**src/core/strap_cfg_pkg.sv**
```systemverilog
package strap_cfg_pkg;
    localparam int REG_W = 8;
    // bit positions in the mode registers
    localparam int MODE_EN_BIT = 6;
    localparam int MODE_QUAD_BIT = 5;
    localparam int MODE_SRC_LSB = 0;
    // bit positions in the drive register and the input termination register
    localparam int DRV_PE_LSB = 2;
    localparam int DRV_OTO_BIT = 1;
    localparam int DRV_OCL_BIT = 0;
    localparam int TERM_ON_BIT = 0;
    // forced values while straps rule, plus the zero byte, source codes and aux line count
    localparam logic QUAD_MODE_CODE = 1'h0;
    localparam logic AUX_ALWAYS_ON = 1'h1;
    localparam logic TERM_ALWAYS_ON = 1'h1;
    localparam logic [7:0] PULSE_OFF = 8'h00;
    localparam logic [7:0] REG_ZERO = 8'h00;
    localparam logic [1:0] SRC_A = 2'h0;
    localparam logic [1:0] SRC_B = 2'h1;
    localparam logic [1:0] SRC_C = 2'h2;
    localparam logic [1:0] SRC_D = 2'h3;
    localparam int AUX_LINES = 4;

    // strap pin group
    typedef struct packed {
        logic hs_enable;
        logic [1:0] source_select;
        logic equalization_level;
        logic [1:0] preemphasis_level;
        logic output_termination;
        logic output_current;
    } strap_t;

    // register image seen by the analog core
    typedef struct packed {
        logic [7:0] high_speed_mode_ctrl;
        logic [7:0] aux_mode_ctrl;
        logic [7:0] input_termination_ctrl;
        logic [7:0] term_pulse_ab;
        logic [7:0] term_pulse_cd;
        logic [7:0] equalizer_ab;
        logic [7:0] equalizer_cd;
        logic [7:0] output_drive_ctrl;
    } regs_t;
endpackage : strap_cfg_pkg

```
**src/core/strap_pin_switch_config.sv**
```systemverilog
// Overview of operation
// - Straps steer the settings from reset until the first serial access, then no more.
// - Strap mode forces the high-speed switching mode to quad.
// - Enable strap 0 turns high-speed channels off (standby), 1 turns them on.
// - Source strap 00/01/10/11 routes source A/B/C/D high-speed channels to the output.
// - Strap mode keeps the auxiliary switch always on in quad mode.
// - Source strap 00/01/10/11 connects aux lines of A/B/C/D to the common output.
// - Strap mode keeps every input termination connected.
// - Strap mode disables termination pulsing; both pulse registers read zero.
// - One equalization strap sets all sixteen inputs: 0 is 6 dB, 1 is 12 dB.
// - Pre-emphasis strap 00/01/10/11 gives 0/2/4/6 dB on all outputs.
// - Output termination strap 0 is off, 1 is on.
// - Output current strap 0 is 10 mA, 1 is 20 mA.
`timescale 1ns/100ps
`default_nettype none
module strap_pin_switch_config
    import strap_cfg_pkg::*;
(
    input wire logic REF_CLK,
    input wire logic RESET,
    input wire strap_t STRAP_PINS,
    input wire logic SERIAL_ACCESS,
    input wire logic [AUX_LINES-1:0] AUX_A_IN,
    input wire logic [AUX_LINES-1:0] AUX_B_IN,
    input wire logic [AUX_LINES-1:0] AUX_C_IN,
    input wire logic [AUX_LINES-1:0] AUX_D_IN,
    output var regs_t CTRL_REGS,
    output logic STRAP_ACTIVE,
    output logic [AUX_LINES-1:0] AUX_COMMON_OUTPUT
);
    strap_t strap_meta_r;
    strap_t strap_sync_r;
    logic access_meta_r;
    logic access_sync_r;
    logic strap_active_r;
    regs_t regs_r;
    regs_t regs_nxt;
    logic [AUX_LINES-1:0] aux_r;

    // pins are asynchronous; two stages before use
    always_ff @(posedge REF_CLK) begin
        strap_meta_r <= STRAP_PINS;
        strap_sync_r <= strap_meta_r;
        access_meta_r <= SERIAL_ACCESS;
        access_sync_r <= access_meta_r;
    end

    // strap window: opens at reset, closes for good on first serial access
    always_ff @(posedge REF_CLK) begin
        if (RESET) begin
            strap_active_r <= 1'b1;
        end else if (access_sync_r) begin
            strap_active_r <= 1'b0;
        end
    end

    // register image built from the synchronised straps
    always_comb begin
        regs_nxt = '0;
        regs_nxt.high_speed_mode_ctrl[MODE_EN_BIT] = strap_sync_r.hs_enable;
        regs_nxt.high_speed_mode_ctrl[MODE_QUAD_BIT] = QUAD_MODE_CODE;
        regs_nxt.high_speed_mode_ctrl[MODE_SRC_LSB +: 2] = strap_sync_r.source_select;
        regs_nxt.aux_mode_ctrl[MODE_EN_BIT] = AUX_ALWAYS_ON;
        regs_nxt.aux_mode_ctrl[MODE_QUAD_BIT] = QUAD_MODE_CODE;
        regs_nxt.aux_mode_ctrl[MODE_SRC_LSB +: 2] = strap_sync_r.source_select;
        regs_nxt.input_termination_ctrl[TERM_ON_BIT] = TERM_ALWAYS_ON;
        regs_nxt.term_pulse_ab = PULSE_OFF;
        regs_nxt.term_pulse_cd = PULSE_OFF;
        regs_nxt.equalizer_ab = {REG_W{strap_sync_r.equalization_level}};
        regs_nxt.equalizer_cd = {REG_W{strap_sync_r.equalization_level}};
        regs_nxt.output_drive_ctrl[DRV_PE_LSB +: 2] = strap_sync_r.preemphasis_level;
        regs_nxt.output_drive_ctrl[DRV_OTO_BIT] = strap_sync_r.output_termination;
        regs_nxt.output_drive_ctrl[DRV_OCL_BIT] = strap_sync_r.output_current;
    end

    // copy while the window is open, freeze once it closes
    always_ff @(posedge REF_CLK) begin
        if (RESET) begin
            regs_r <= '0;
            regs_r.aux_mode_ctrl[MODE_EN_BIT] <= AUX_ALWAYS_ON;
            regs_r.input_termination_ctrl[TERM_ON_BIT] <= TERM_ALWAYS_ON;
        end else if (strap_active_r && !access_sync_r) begin
            regs_r <= regs_nxt;
        end
    end

    // aux mux from the live source field; aux stays enabled even in standby
    always_ff @(posedge REF_CLK) begin
        if (RESET) begin
            aux_r <= '0;
        end else begin
            case (regs_r.aux_mode_ctrl[MODE_SRC_LSB +: 2])
                SRC_A: aux_r <= AUX_A_IN;
                SRC_B: aux_r <= AUX_B_IN;
                SRC_C: aux_r <= AUX_C_IN;
                default: aux_r <= AUX_D_IN;
            endcase
        end
    end

    assign CTRL_REGS = regs_r;
    assign STRAP_ACTIVE = strap_active_r;
    assign AUX_COMMON_OUTPUT = aux_r;

    // checker helper: saturating count of edges since the window shut,
    // so a long freeze can be asserted without a long repetition
    logic [3:0] closed_cnt_r;

    // counts only while closed; reset clears it with the window
    always_ff @(posedge REF_CLK) begin
        if (RESET) begin
            closed_cnt_r <= '0;
        end else if (!strap_active_r && closed_cnt_r != '1) begin
            closed_cnt_r <= closed_cnt_r + 1'b1; // saturates, never wraps
        end
    end

    // reset image: only the forced-on bits are set, nothing else;
    // these run through reset on purpose, so no disable clause
    chk_reset_hs_clear: assert property (@(posedge REF_CLK)
        RESET |=> regs_r.high_speed_mode_ctrl == REG_ZERO
        && regs_r.output_drive_ctrl == REG_ZERO)
        else $error("high-speed or drive register not cleared by reset");

    chk_reset_forced_on: assert property (@(posedge REF_CLK)
        RESET |=> regs_r.aux_mode_ctrl[MODE_EN_BIT] == AUX_ALWAYS_ON
        && regs_r.input_termination_ctrl[TERM_ON_BIT] == TERM_ALWAYS_ON)
        else $error("forced-on bits missing after reset");

    chk_reset_opens: assert property (@(posedge REF_CLK)
        RESET |=> strap_active_r)
        else $error("strap window not reopened by reset");

    chk_reset_aux_clear: assert property (@(posedge REF_CLK)
        RESET |=> aux_r == '0)
        else $error("aux output not cleared by reset");

    // pulse registers: zero at every edge, strap mode never pulses
    chk_pulse_regs_zero: assert property (@(posedge REF_CLK) disable iff (RESET)
        regs_r.term_pulse_ab == REG_ZERO && regs_r.term_pulse_cd == REG_ZERO)
        else $error("termination pulse register nonzero");

    // forced switching modes and their unused bits
    chk_quad_forced: assert property (@(posedge REF_CLK) disable iff (RESET)
        regs_r.high_speed_mode_ctrl[MODE_QUAD_BIT] == QUAD_MODE_CODE)
        else $error("high-speed mode not quad");

    chk_hs_unused_zero: assert property (@(posedge REF_CLK) disable iff (RESET)
        regs_r.high_speed_mode_ctrl[REG_W-1] == 1'b0
        && regs_r.high_speed_mode_ctrl[MODE_QUAD_BIT-1:MODE_SRC_LSB+2] == '0)
        else $error("high-speed mode spare bits set");

    chk_aux_enabled: assert property (@(posedge REF_CLK) disable iff (RESET)
        regs_r.aux_mode_ctrl[MODE_EN_BIT] == AUX_ALWAYS_ON
        && regs_r.aux_mode_ctrl[MODE_QUAD_BIT] == QUAD_MODE_CODE)
        else $error("aux switch not enabled in quad");

    chk_aux_unused_zero: assert property (@(posedge REF_CLK) disable iff (RESET)
        regs_r.aux_mode_ctrl[REG_W-1] == 1'b0
        && regs_r.aux_mode_ctrl[MODE_QUAD_BIT-1:MODE_SRC_LSB+2] == '0)
        else $error("aux mode spare bits set");

    // standby must not take the aux path down with it
    chk_standby_aux_on: assert property (@(posedge REF_CLK) disable iff (RESET)
        !regs_r.high_speed_mode_ctrl[MODE_EN_BIT] |-> regs_r.aux_mode_ctrl[MODE_EN_BIT])
        else $error("aux switch off in standby");

    // input termination stays connected
    chk_term_on: assert property (@(posedge REF_CLK) disable iff (RESET)
        regs_r.input_termination_ctrl[TERM_ON_BIT] == TERM_ALWAYS_ON)
        else $error("input termination off");

    chk_term_unused_zero: assert property (@(posedge REF_CLK) disable iff (RESET)
        regs_r.input_termination_ctrl[REG_W-1:TERM_ON_BIT+1] == '0)
        else $error("receiver settings spare bits set");

    // strap window: closes on access, stays shut, and only access shuts it
    chk_window_closes: assert property (@(posedge REF_CLK) disable iff (RESET)
        access_sync_r |=> !strap_active_r)
        else $error("strap window still open after access");

    chk_window_latch: assert property (@(posedge REF_CLK) disable iff (RESET)
        !strap_active_r |=> !strap_active_r)
        else $error("strap window reopened without reset");

    chk_window_held: assert property (@(posedge REF_CLK) disable iff (RESET)
        (strap_active_r && !access_sync_r) |=> strap_active_r)
        else $error("strap window closed without access");

    chk_cnt_closed: assert property (@(posedge REF_CLK) disable iff (RESET)
        closed_cnt_r != '0 |-> !strap_active_r)
        else $error("closed count running while window open");

    // freeze: the register image holds once the window is shut
    chk_freeze_hold: assert property (@(posedge REF_CLK) disable iff (RESET)
        (!strap_active_r || access_sync_r) |=> $stable(regs_r))
        else $error("registers changed after strap window");

    // a long freeze: the image eight edges back still matches
    chk_hold_long: assert property (@(posedge REF_CLK) disable iff (RESET)
        closed_cnt_r == '1 |-> regs_r == $past(regs_r, 8))
        else $error("registers drifted during long freeze");

    // live copy of the enable and source straps while the window is open
    chk_copy_live: assert property (@(posedge REF_CLK) disable iff (RESET)
        (strap_active_r && !access_sync_r) |=>
        regs_r.high_speed_mode_ctrl[MODE_EN_BIT] == $past(strap_sync_r.hs_enable)
        && regs_r.high_speed_mode_ctrl[MODE_SRC_LSB +: 2] == $past(strap_sync_r.source_select))
        else $error("enable or source not copied");

    chk_aux_src_copy: assert property (@(posedge REF_CLK) disable iff (RESET)
        (strap_active_r && !access_sync_r) |=>
        regs_r.aux_mode_ctrl[MODE_SRC_LSB +: 2] == $past(strap_sync_r.source_select))
        else $error("aux source not copied");

    chk_src_match: assert property (@(posedge REF_CLK) disable iff (RESET)
        regs_r.aux_mode_ctrl[MODE_SRC_LSB +: 2] ==
        regs_r.high_speed_mode_ctrl[MODE_SRC_LSB +: 2])
        else $error("aux and high-speed sources differ");

    // one equalization level for all sixteen inputs
    chk_eq_uniform: assert property (@(posedge REF_CLK) disable iff (RESET)
        regs_r.equalizer_ab == regs_r.equalizer_cd
        && (regs_r.equalizer_ab == REG_ZERO || regs_r.equalizer_ab == ~REG_ZERO))
        else $error("equalizer not uniform");

    chk_eq_copy: assert property (@(posedge REF_CLK) disable iff (RESET)
        (strap_active_r && !access_sync_r) |=>
        regs_r.equalizer_ab == {REG_W{$past(strap_sync_r.equalization_level)}})
        else $error("equalization strap not copied");

    // output drive fields and the spare bits above them
    chk_drive_copy: assert property (@(posedge REF_CLK) disable iff (RESET)
        (strap_active_r && !access_sync_r) |=>
        regs_r.output_drive_ctrl[DRV_PE_LSB +: 2] == $past(strap_sync_r.preemphasis_level)
        && regs_r.output_drive_ctrl[DRV_OTO_BIT] == $past(strap_sync_r.output_termination)
        && regs_r.output_drive_ctrl[DRV_OCL_BIT] == $past(strap_sync_r.output_current))
        else $error("drive settings not copied");

    chk_drive_unused_zero: assert property (@(posedge REF_CLK) disable iff (RESET)
        regs_r.output_drive_ctrl[REG_W-1:DRV_PE_LSB+2] == '0)
        else $error("drive register spare bits set");

    // aux routing, one check per source; the mux is a cycle behind the field
    chk_aux_route_a: assert property (@(posedge REF_CLK) disable iff (RESET)
        regs_r.aux_mode_ctrl[MODE_SRC_LSB +: 2] == SRC_A |=> aux_r == $past(AUX_A_IN))
        else $error("aux source A not routed");

    chk_aux_route: assert property (@(posedge REF_CLK) disable iff (RESET)
        regs_r.aux_mode_ctrl[MODE_SRC_LSB +: 2] == SRC_B |=> aux_r == $past(AUX_B_IN))
        else $error("aux source B not routed");

    chk_aux_route_c: assert property (@(posedge REF_CLK) disable iff (RESET)
        regs_r.aux_mode_ctrl[MODE_SRC_LSB +: 2] == SRC_C |=> aux_r == $past(AUX_C_IN))
        else $error("aux source C not routed");

    chk_aux_route_d: assert property (@(posedge REF_CLK) disable iff (RESET)
        regs_r.aux_mode_ctrl[MODE_SRC_LSB +: 2] == SRC_D |=> aux_r == $past(AUX_D_IN))
        else $error("aux source D not routed");

    // main scenarios worth seeing at least once
    cov_freeze: cover property (@(posedge REF_CLK) disable iff (RESET)
        strap_active_r ##1 !strap_active_r);

    cov_src_d: cover property (@(posedge REF_CLK) disable iff (RESET)
        regs_r.high_speed_mode_ctrl[MODE_SRC_LSB +: 2] == SRC_D);

    cov_standby: cover property (@(posedge REF_CLK) disable iff (RESET)
        !regs_r.high_speed_mode_ctrl[MODE_EN_BIT] && strap_active_r);

    cov_eq_high: cover property (@(posedge REF_CLK) disable iff (RESET)
        regs_r.equalizer_ab == ~REG_ZERO);

    // proves the long-freeze check is not vacuous
    cov_hold_long: cover property (@(posedge REF_CLK) disable iff (RESET)
        closed_cnt_r == '1);
endmodule : strap_pin_switch_config
`default_nettype wire

```
**config.mk**
```make
export PLATFORM = sky130hd
export DESIGN_NAME = strap_pin_switch_config
export DESIGN_NICKNAME = d
export VERILOG_FILES = /design/src/core/strap_cfg_pkg.sv /design/src/core/strap_pin_switch_config.sv
export SDC_FILE = /design/constraint.sdc
export NUM_CORES = 1
export LEC_CHECK = 0
export BUFFER_PORTS_ARGS = -buffer_cell sky130_fd_sc_hd__buf_4
export CORE_MARGIN = 2
export CORE_UTILIZATION = 40
export DETAILED_ROUTE_END_ITERATION = 6
export HOLD_SLACK_MARGIN = 0.05
export PLACE_DENSITY = 0.86
export SYNTH_ARGS = -nofsm -noshare
export SYNTH_HDL_FRONTEND = slang
export SYNTH_SLANG_ARGS = --single-unit
```
**constraint.sdc**
```tcl
create_clock -name REF_CLK -period 1.3 [get_ports REF_CLK]
set_input_delay 0.065 -clock REF_CLK [delete_from_list [all_inputs] [get_ports REF_CLK]]
set_output_delay 0.065 -clock REF_CLK [all_outputs]
set_load 0.005 [all_outputs]
```
==> results_dict.tcl, run 1 <==
set metrics [dict create \
    avgViaCountPerCell 3.73 \
    synth_area_per_cell_sq_um 10.2 \
    wl_microns 2260 \
    drtPass1Iterations 4 \
    synth_area_leaders "dfxtp_1 48%, buf_4 32%, mux4_2 6.9%, nand2_1 4.6%, a21oi_1 3.1%" \
    cp-start-kind "register" \
    synth_edf_count 0 \
    critPathMaxFanout 6 \
    rsz0062_at_grt "no" \
    synth.distinct_cells 11 \
    final.setup_skew_ns 0.00326 \
    yosys-top-cells-count "56 x buf_4, 31 x dfxtp_1, 16 x nand2_1" \
    cp_slowest_cell "mux4_2" \
    vias 835 \
    critical_path_class "reg -> reg" \
    grt_pass1_vias 755 \
    synthArstFlopShare_pct 0 \
    muxShareOfSynthArea_pct 6.90 \
    synth_top_area_share_pct 47.6 \
    syn_area_sq_um 1310 \
    place_congestion 0.626 \
    pin_count 96 \
    num_antenna_cells 0 \
    drt-initial-drc-count 5 \
    setup_viol 0 \
    fmax_ghz 0.849 \
    end_kind "register" \
    htree_levels 2 \
    dieArea_sq_um 3740 \
    ir_drop_mv 0.954 \
    crit_chain "mux4_2 -> nor2b_1" \
    reg2reg_slack_ns 0.12 \
    final_max_slew_viol_count 0 \
    yosysWarnings 0 \
    cts_sinks 31 \
    place_inst 207 \
    min_period_over_period_pct 90.6 \
    die_w_microns 61.1 \
    fp.coreArea_sq_um 3080 \
    cp-endpoint "AUX_COMMON_OUTPUT[1]" \
    row_count 20 \
    crit_required_ns 1.52 \
    hold_class "in -> reg" \
    synthXorXnorAreaFrac_pct 0 \
    maxCapViolations 0 \
    cts_tree "built" \
    grt_pass1_wl_microns 3050 \
    reg2regPathDepth 2 \
    numCtsBuffers 5 \
    netlist_instances 128 \
    crit_path_start "CTRL_REGS[48]" \
    synth_compound_area_share_pct 3.07 \
    synth_area_leader_cell "dfxtp_1" \
    die_y_microns 61.1 \
    overflow 0 \
    syn_to_final_growth_pct 26.5 \
    grtUsageTotal_pct 11.5 \
    fin_cells 224 \
    post_route_cells_drive_above_1_share_pct 39.4 \
    nets 207 \
    yosys.area_share.simple_pct 7.96 \
    drt-wirelength-per-cell_microns 10.1 \
    synth_flop_cell "dfxtp_1" \
    power_density_nw_per_um2 1120 \
    grt_antenna_before_repair 0 \
    root_buffer "clkbuf_4" \
    synthAdderAreaFrac_pct 0 \
    worst_path_largest_cell_delay_ns 0.52 \
    clkTransAtPathRegs_ns 0.09 \
    synth_top_family_by_area "buffers and inverters" \
    synth.most_common_cell "buf_4" \
    grt_max_degree 18 \
    worst-endpoint-arrival_ns 1.40 \
    start_util_pct 42.4 \
    io_buffer_count 56 \
    r2r-end "AUX_COMMON_OUTPUT[1]" \
    status "finished clean" \
    ys_seq_area_share_pct 47.6 \
    hold_viol_final 0 \
    finalCriticalPeriod_ns 1.18 \
    cts_max_path_buffers 2 \
    synth-seq-cells 31 \
    clk_latency_ns 0.32 \
    cellLeakagePower_nw 0.823 \
    r2r_start "CTRL_REGS[48]" \
    fin_tns_setup_ns 0 \
    ant_nets 0 \
    drc 0 \
    hpwl_microns 1750 \
]
[kinds of logic (layout without fill, tap and decap cells)]
kind of cell | Yosys count | after routing
AOI/OAI and AO/OA | 8 | 8
and+or+nand+nor | 23 | 23
buffers and inverters | 60 | 75
other | 2 | 39
DFF | 31 | 31
muxes | 4 | 4
[worst max-delay path, delay by kind of cell (launching register included)]
family           cells  cell delay, ns
multiplexers         1            0.52
AND/OR/NAND/NOR      1            0.14
flip-flops           1            0.42
[flip-flops by register name, summed over array words and instances (netlist names)]
name and count:
AUX_COMMON_OUTPUT 4, regs_nxt 8, STRAP_ACTIVE 1, strap_meta_r 8, access_meta_r 1, CTRL_REGS 8
access_sync_r 1
[where the power goes]
part	switching [mW]	internal, mW	total (mW)
Combinational	0.0998	0.170	0.270
Clock	0.294	0.250	0.544
Sequential	0.0307	1.01	1.04
Total	0.425	1.43	1.85
[routing by layer]
layer	track usage, %	wire length (microns)
met5	0	0
met4	5.28	56
met3	5.88	236
met2	21.3	1220
met1	10.4	748
[layout by cell type, fill, tap and decap left out]
cell and instances:
nand2b_1 2, clkbuf_4 5, nor2b_1 5, dfxtp_2 2, mux4_2 4, a21oi_1 8, clkbuf_8 1, buf_4 58
conb_1 39, dfxtp_1 29, dlygate4sd3_1 10, nand2_1 16, clkinv_2 1
[repair_timing]
action,CTS,global route
endpoints found under the hold margin,21,0
hold buffers,10,0
buffers inserted,0,0
gates resized for setup,1,1
endpoints found under the setup margin,1,16
[layout make-up]
type	instances	area [sq um]
fill	297	1430
sequential	31	623
timing repair buffer	68	536
multi-input combinational	74	380
tap	44	55.1
clock buffer	6	51.3
clock inverter	1	5.00
[worst min path at each step]
stage                       start                    to  slack (ns)  cells past startpoint
global route          AUX_D_IN[0]  AUX_COMMON_OUTPUT[0]        0.17                      3
detailed placement  STRAP_PINS[2]       strap_meta_r[2]        0.17                      1
floorplan           SERIAL_ACCESS         access_meta_r        0.09                      0
global placement    STRAP_PINS[2]       strap_meta_r[2]        0.17                      1
finish                AUX_C_IN[2]  AUX_COMMON_OUTPUT[2]        0.16                      3
CTS                   AUX_C_IN[2]  AUX_COMMON_OUTPUT[2]        0.15                      3
[through the flow]
stage / util (%) / cell area, sq um / power, mW / hold slack (ns) / setup WS (ns)
after floorplan: - / 1440 / 1.27 / 0.0927 / 0.0822
after global placement: 48.5 / 1490 / 1.29 / 0.169 / 0.0625
after detailed placement: 48.5 / 1490 / 1.31 / 0.170 / 0.0147
after CTS: 53.6 / 1650 / 1.87 / 0.149 / 0.0526
after global routing: 53.6 / 1650 / 1.96 / 0.172 / 0.0657
final: 53.6 / 1650 / 1.85 / 0.159 / 0.123
Note: power is estimated with default switching activity, not from simulation.
==> run 2: changes to the inputs <==
--- a/config.mk
+++ b/config.mk
@@ -6,6 +6,7 @@
 export NUM_CORES = 1
 export LEC_CHECK = 0
 export BUFFER_PORTS_ARGS = -buffer_cell sky130_fd_sc_hd__buf_4
+export CORE_ASPECT_RATIO = 0.5
 export CORE_MARGIN = 2
 export CORE_UTILIZATION = 40
 export DETAILED_ROUTE_END_ITERATION = 6
==> run 2 against run 1 <==
Against the previous run:
- routed wire length fell by 4.2%
- final cell count fell by 1.3%
- via count down 1.4%
- largest power group unchanged
==> results_dict.tcl, run 2 (synthesized netlist as in run 1, its figures left out) <==
set metrics [dict create \
    status "finished clean" \
    nets 207 \
    ir_drop_mv 0.754 \
    crit_chain "mux4_2 -> nor2b_1" \
    hold_viol_final 0 \
    dieArea_sq_um 3760 \
    post_route_cells_drive_above_1_share_pct 37.6 \
    syn_to_final_growth_pct 27.8 \
    place_inst 203 \
    cts_post_setup_buffers_inserted 0 \
    start_util_pct 42.8 \
    power.total_mw 1.99 \
    final_cell_mix "58 x buf_4, 39 x conb_1, 31 x dfxtp_1" \
    htree_levels 2 \
    worst_path_largest_cell_delay_ns 0.53 \
    cts_max_path_buffers 2 \
    dp_slack_ns 0.0630 \
    finalCriticalPeriod_ns 1.25 \
    cts_sinks 31 \
    avgViaCountPerCell 3.72 \
    end_kind "register" \
    io_buffer_count 56 \
    worst-endpoint-arrival_ns 1.42 \
    clkTransAtPathRegs_ns 0.06 \
    switching_share_pct 22.3 \
    rsz0062_at_grt "no" \
    crit_required_ns 1.47 \
    final_common_cell "buf_4" \
    critical_path_class "reg -> reg" \
    ant_nets 0 \
    num_antenna_cells 0 \
    fin_cells 221 \
    grt_antenna_before_repair 0 \
    drtPass1Iterations 4 \
    place_congestion 0.731 \
    final_core_util_pct 54.7 \
    fmax_ghz 0.802 \
    drt-wirelength-per-cell_microns 9.79 \
    grt_pass1_wl_microns 3160 \
    p_int_mw 1.55 \
    grt_pass1_vias 700 \
    hold_class "in -> reg" \
    pin_count 96 \
    setup_viol 0 \
    min_period_over_period_pct 95.9 \
    hpwl_microns 1580 \
    timing.final.ws_setup_ns 0.0536 \
    maxCapViolations 0 \
    grt_max_degree 18 \
    fin_tns_setup_ns 0 \
    wl_microns 2160 \
    cellLeakagePower_nw 0.831 \
    combPwrFrac_pct 13.5 \
    critPathMaxFanout 5 \
    drt-initial-drc-count 7 \
    cp_slowest_cell "mux4_2" \
    power_density_nw_per_um2 1200 \
    drc 0 \
    fillCellCount 258 \
    cts_tree "built" \
    clk_latency_ns 0.28 \
    switching_power_mw 0.444 \
    vias 823 \
    numCtsBuffers 5 \
    final.setup_skew_ns 0.00363 \
    grtUsageTotal_pct 11.6 \
    cp-start-kind "register" \
    p_clk_share_pct 34.5 \
    row_count 14 \
    fp.coreArea_sq_um 3050 \
    die_y_microns 44.4 \
    die_w_microns 84.8 \
    overflow 0 \
    seqPwrFrac_pct 51.9 \
    final_max_slew_viol_count 0 \
    root_buffer "clkbuf_8" \
]
[run 2: cell count changes in the layout (fill, tap and decap cells not counted)]
cell,change
clkbuf_1,+2
clkbuf_4,-5
dfxtp_2,-2
dfxtp_1,+2
clkbuf_8,+4
[run 2: routing by layer]
layer,wire (microns),track usage [%],vias up
li1,-,-,408
met1,711,10.4,359
met2,1210,20.6,50
met3,194,6.16,6
met4,46,8.89,0
met5,0,0,-
[run 2: what timing repair did]
action	4_1_cts	5_1_grt
setup endpoints to repair	0	0
gates resized for setup	0	0
hold buffers	10	0
hold endpoints to repair	14	0
[run 2: worst paths after layout]
kind,startpoint,end,slack (ns),cells after the start
hold / removal,AUX_A_IN[2],AUX_COMMON_OUTPUT[2],0.21,3
setup reg to reg,CTRL_REGS[48],AUX_COMMON_OUTPUT[0],0.05,2
setup / recovery,CTRL_REGS[48],AUX_COMMON_OUTPUT[0],0.05,2
hold reg to reg,strap_meta_r[2],regs_nxt[2],0.33,0
[run 2: power by group through the flow]
stage	Combinational [mW]	Clock, mW	Sequential (mW)
finish	0.270	0.689	1.04
global route	0.294	0.763	1.04
CTS	0.269	0.707	1.04
detailed placement	0.243	0	1.06
global placement	0.239	0	1.05
floorplan	0.218	0	1.05
[run 2: final cells by class]
| type | count | area (sq um) | share of cell area, % |
|---|---|---|---|
| Multi-Input combinational cell | 74 | 380 | 22.8 |
| Sequential cell | 31 | 621 | 37.2 |
| Clock buffer | 7 | 76.3 | 4.58 |
| Clock inverter | 1 | 5.00 | 0.300 |
| Timing Repair Buffer | 68 | 536 | 32.1 |
| Tap cell | 40 | 50.0 | 3.00 |
[run 2: critical path, delay by kind of cell, from the launching register on]
family / cells / cell delay [ns]
AND/OR/NAND/NOR: 1 / 0.14
multiplexers: 1 / 0.53
flip-flops: 1 / 0.47
[run 2: per-stage QoR]
step	instance area, sq um	hold WS, ns
floorplan	1440	0.0927
global placement	1490	0.169
detailed placement	1490	0.171
CTS	1670	0.205
global route	1670	0.226
finish	1670	0.209
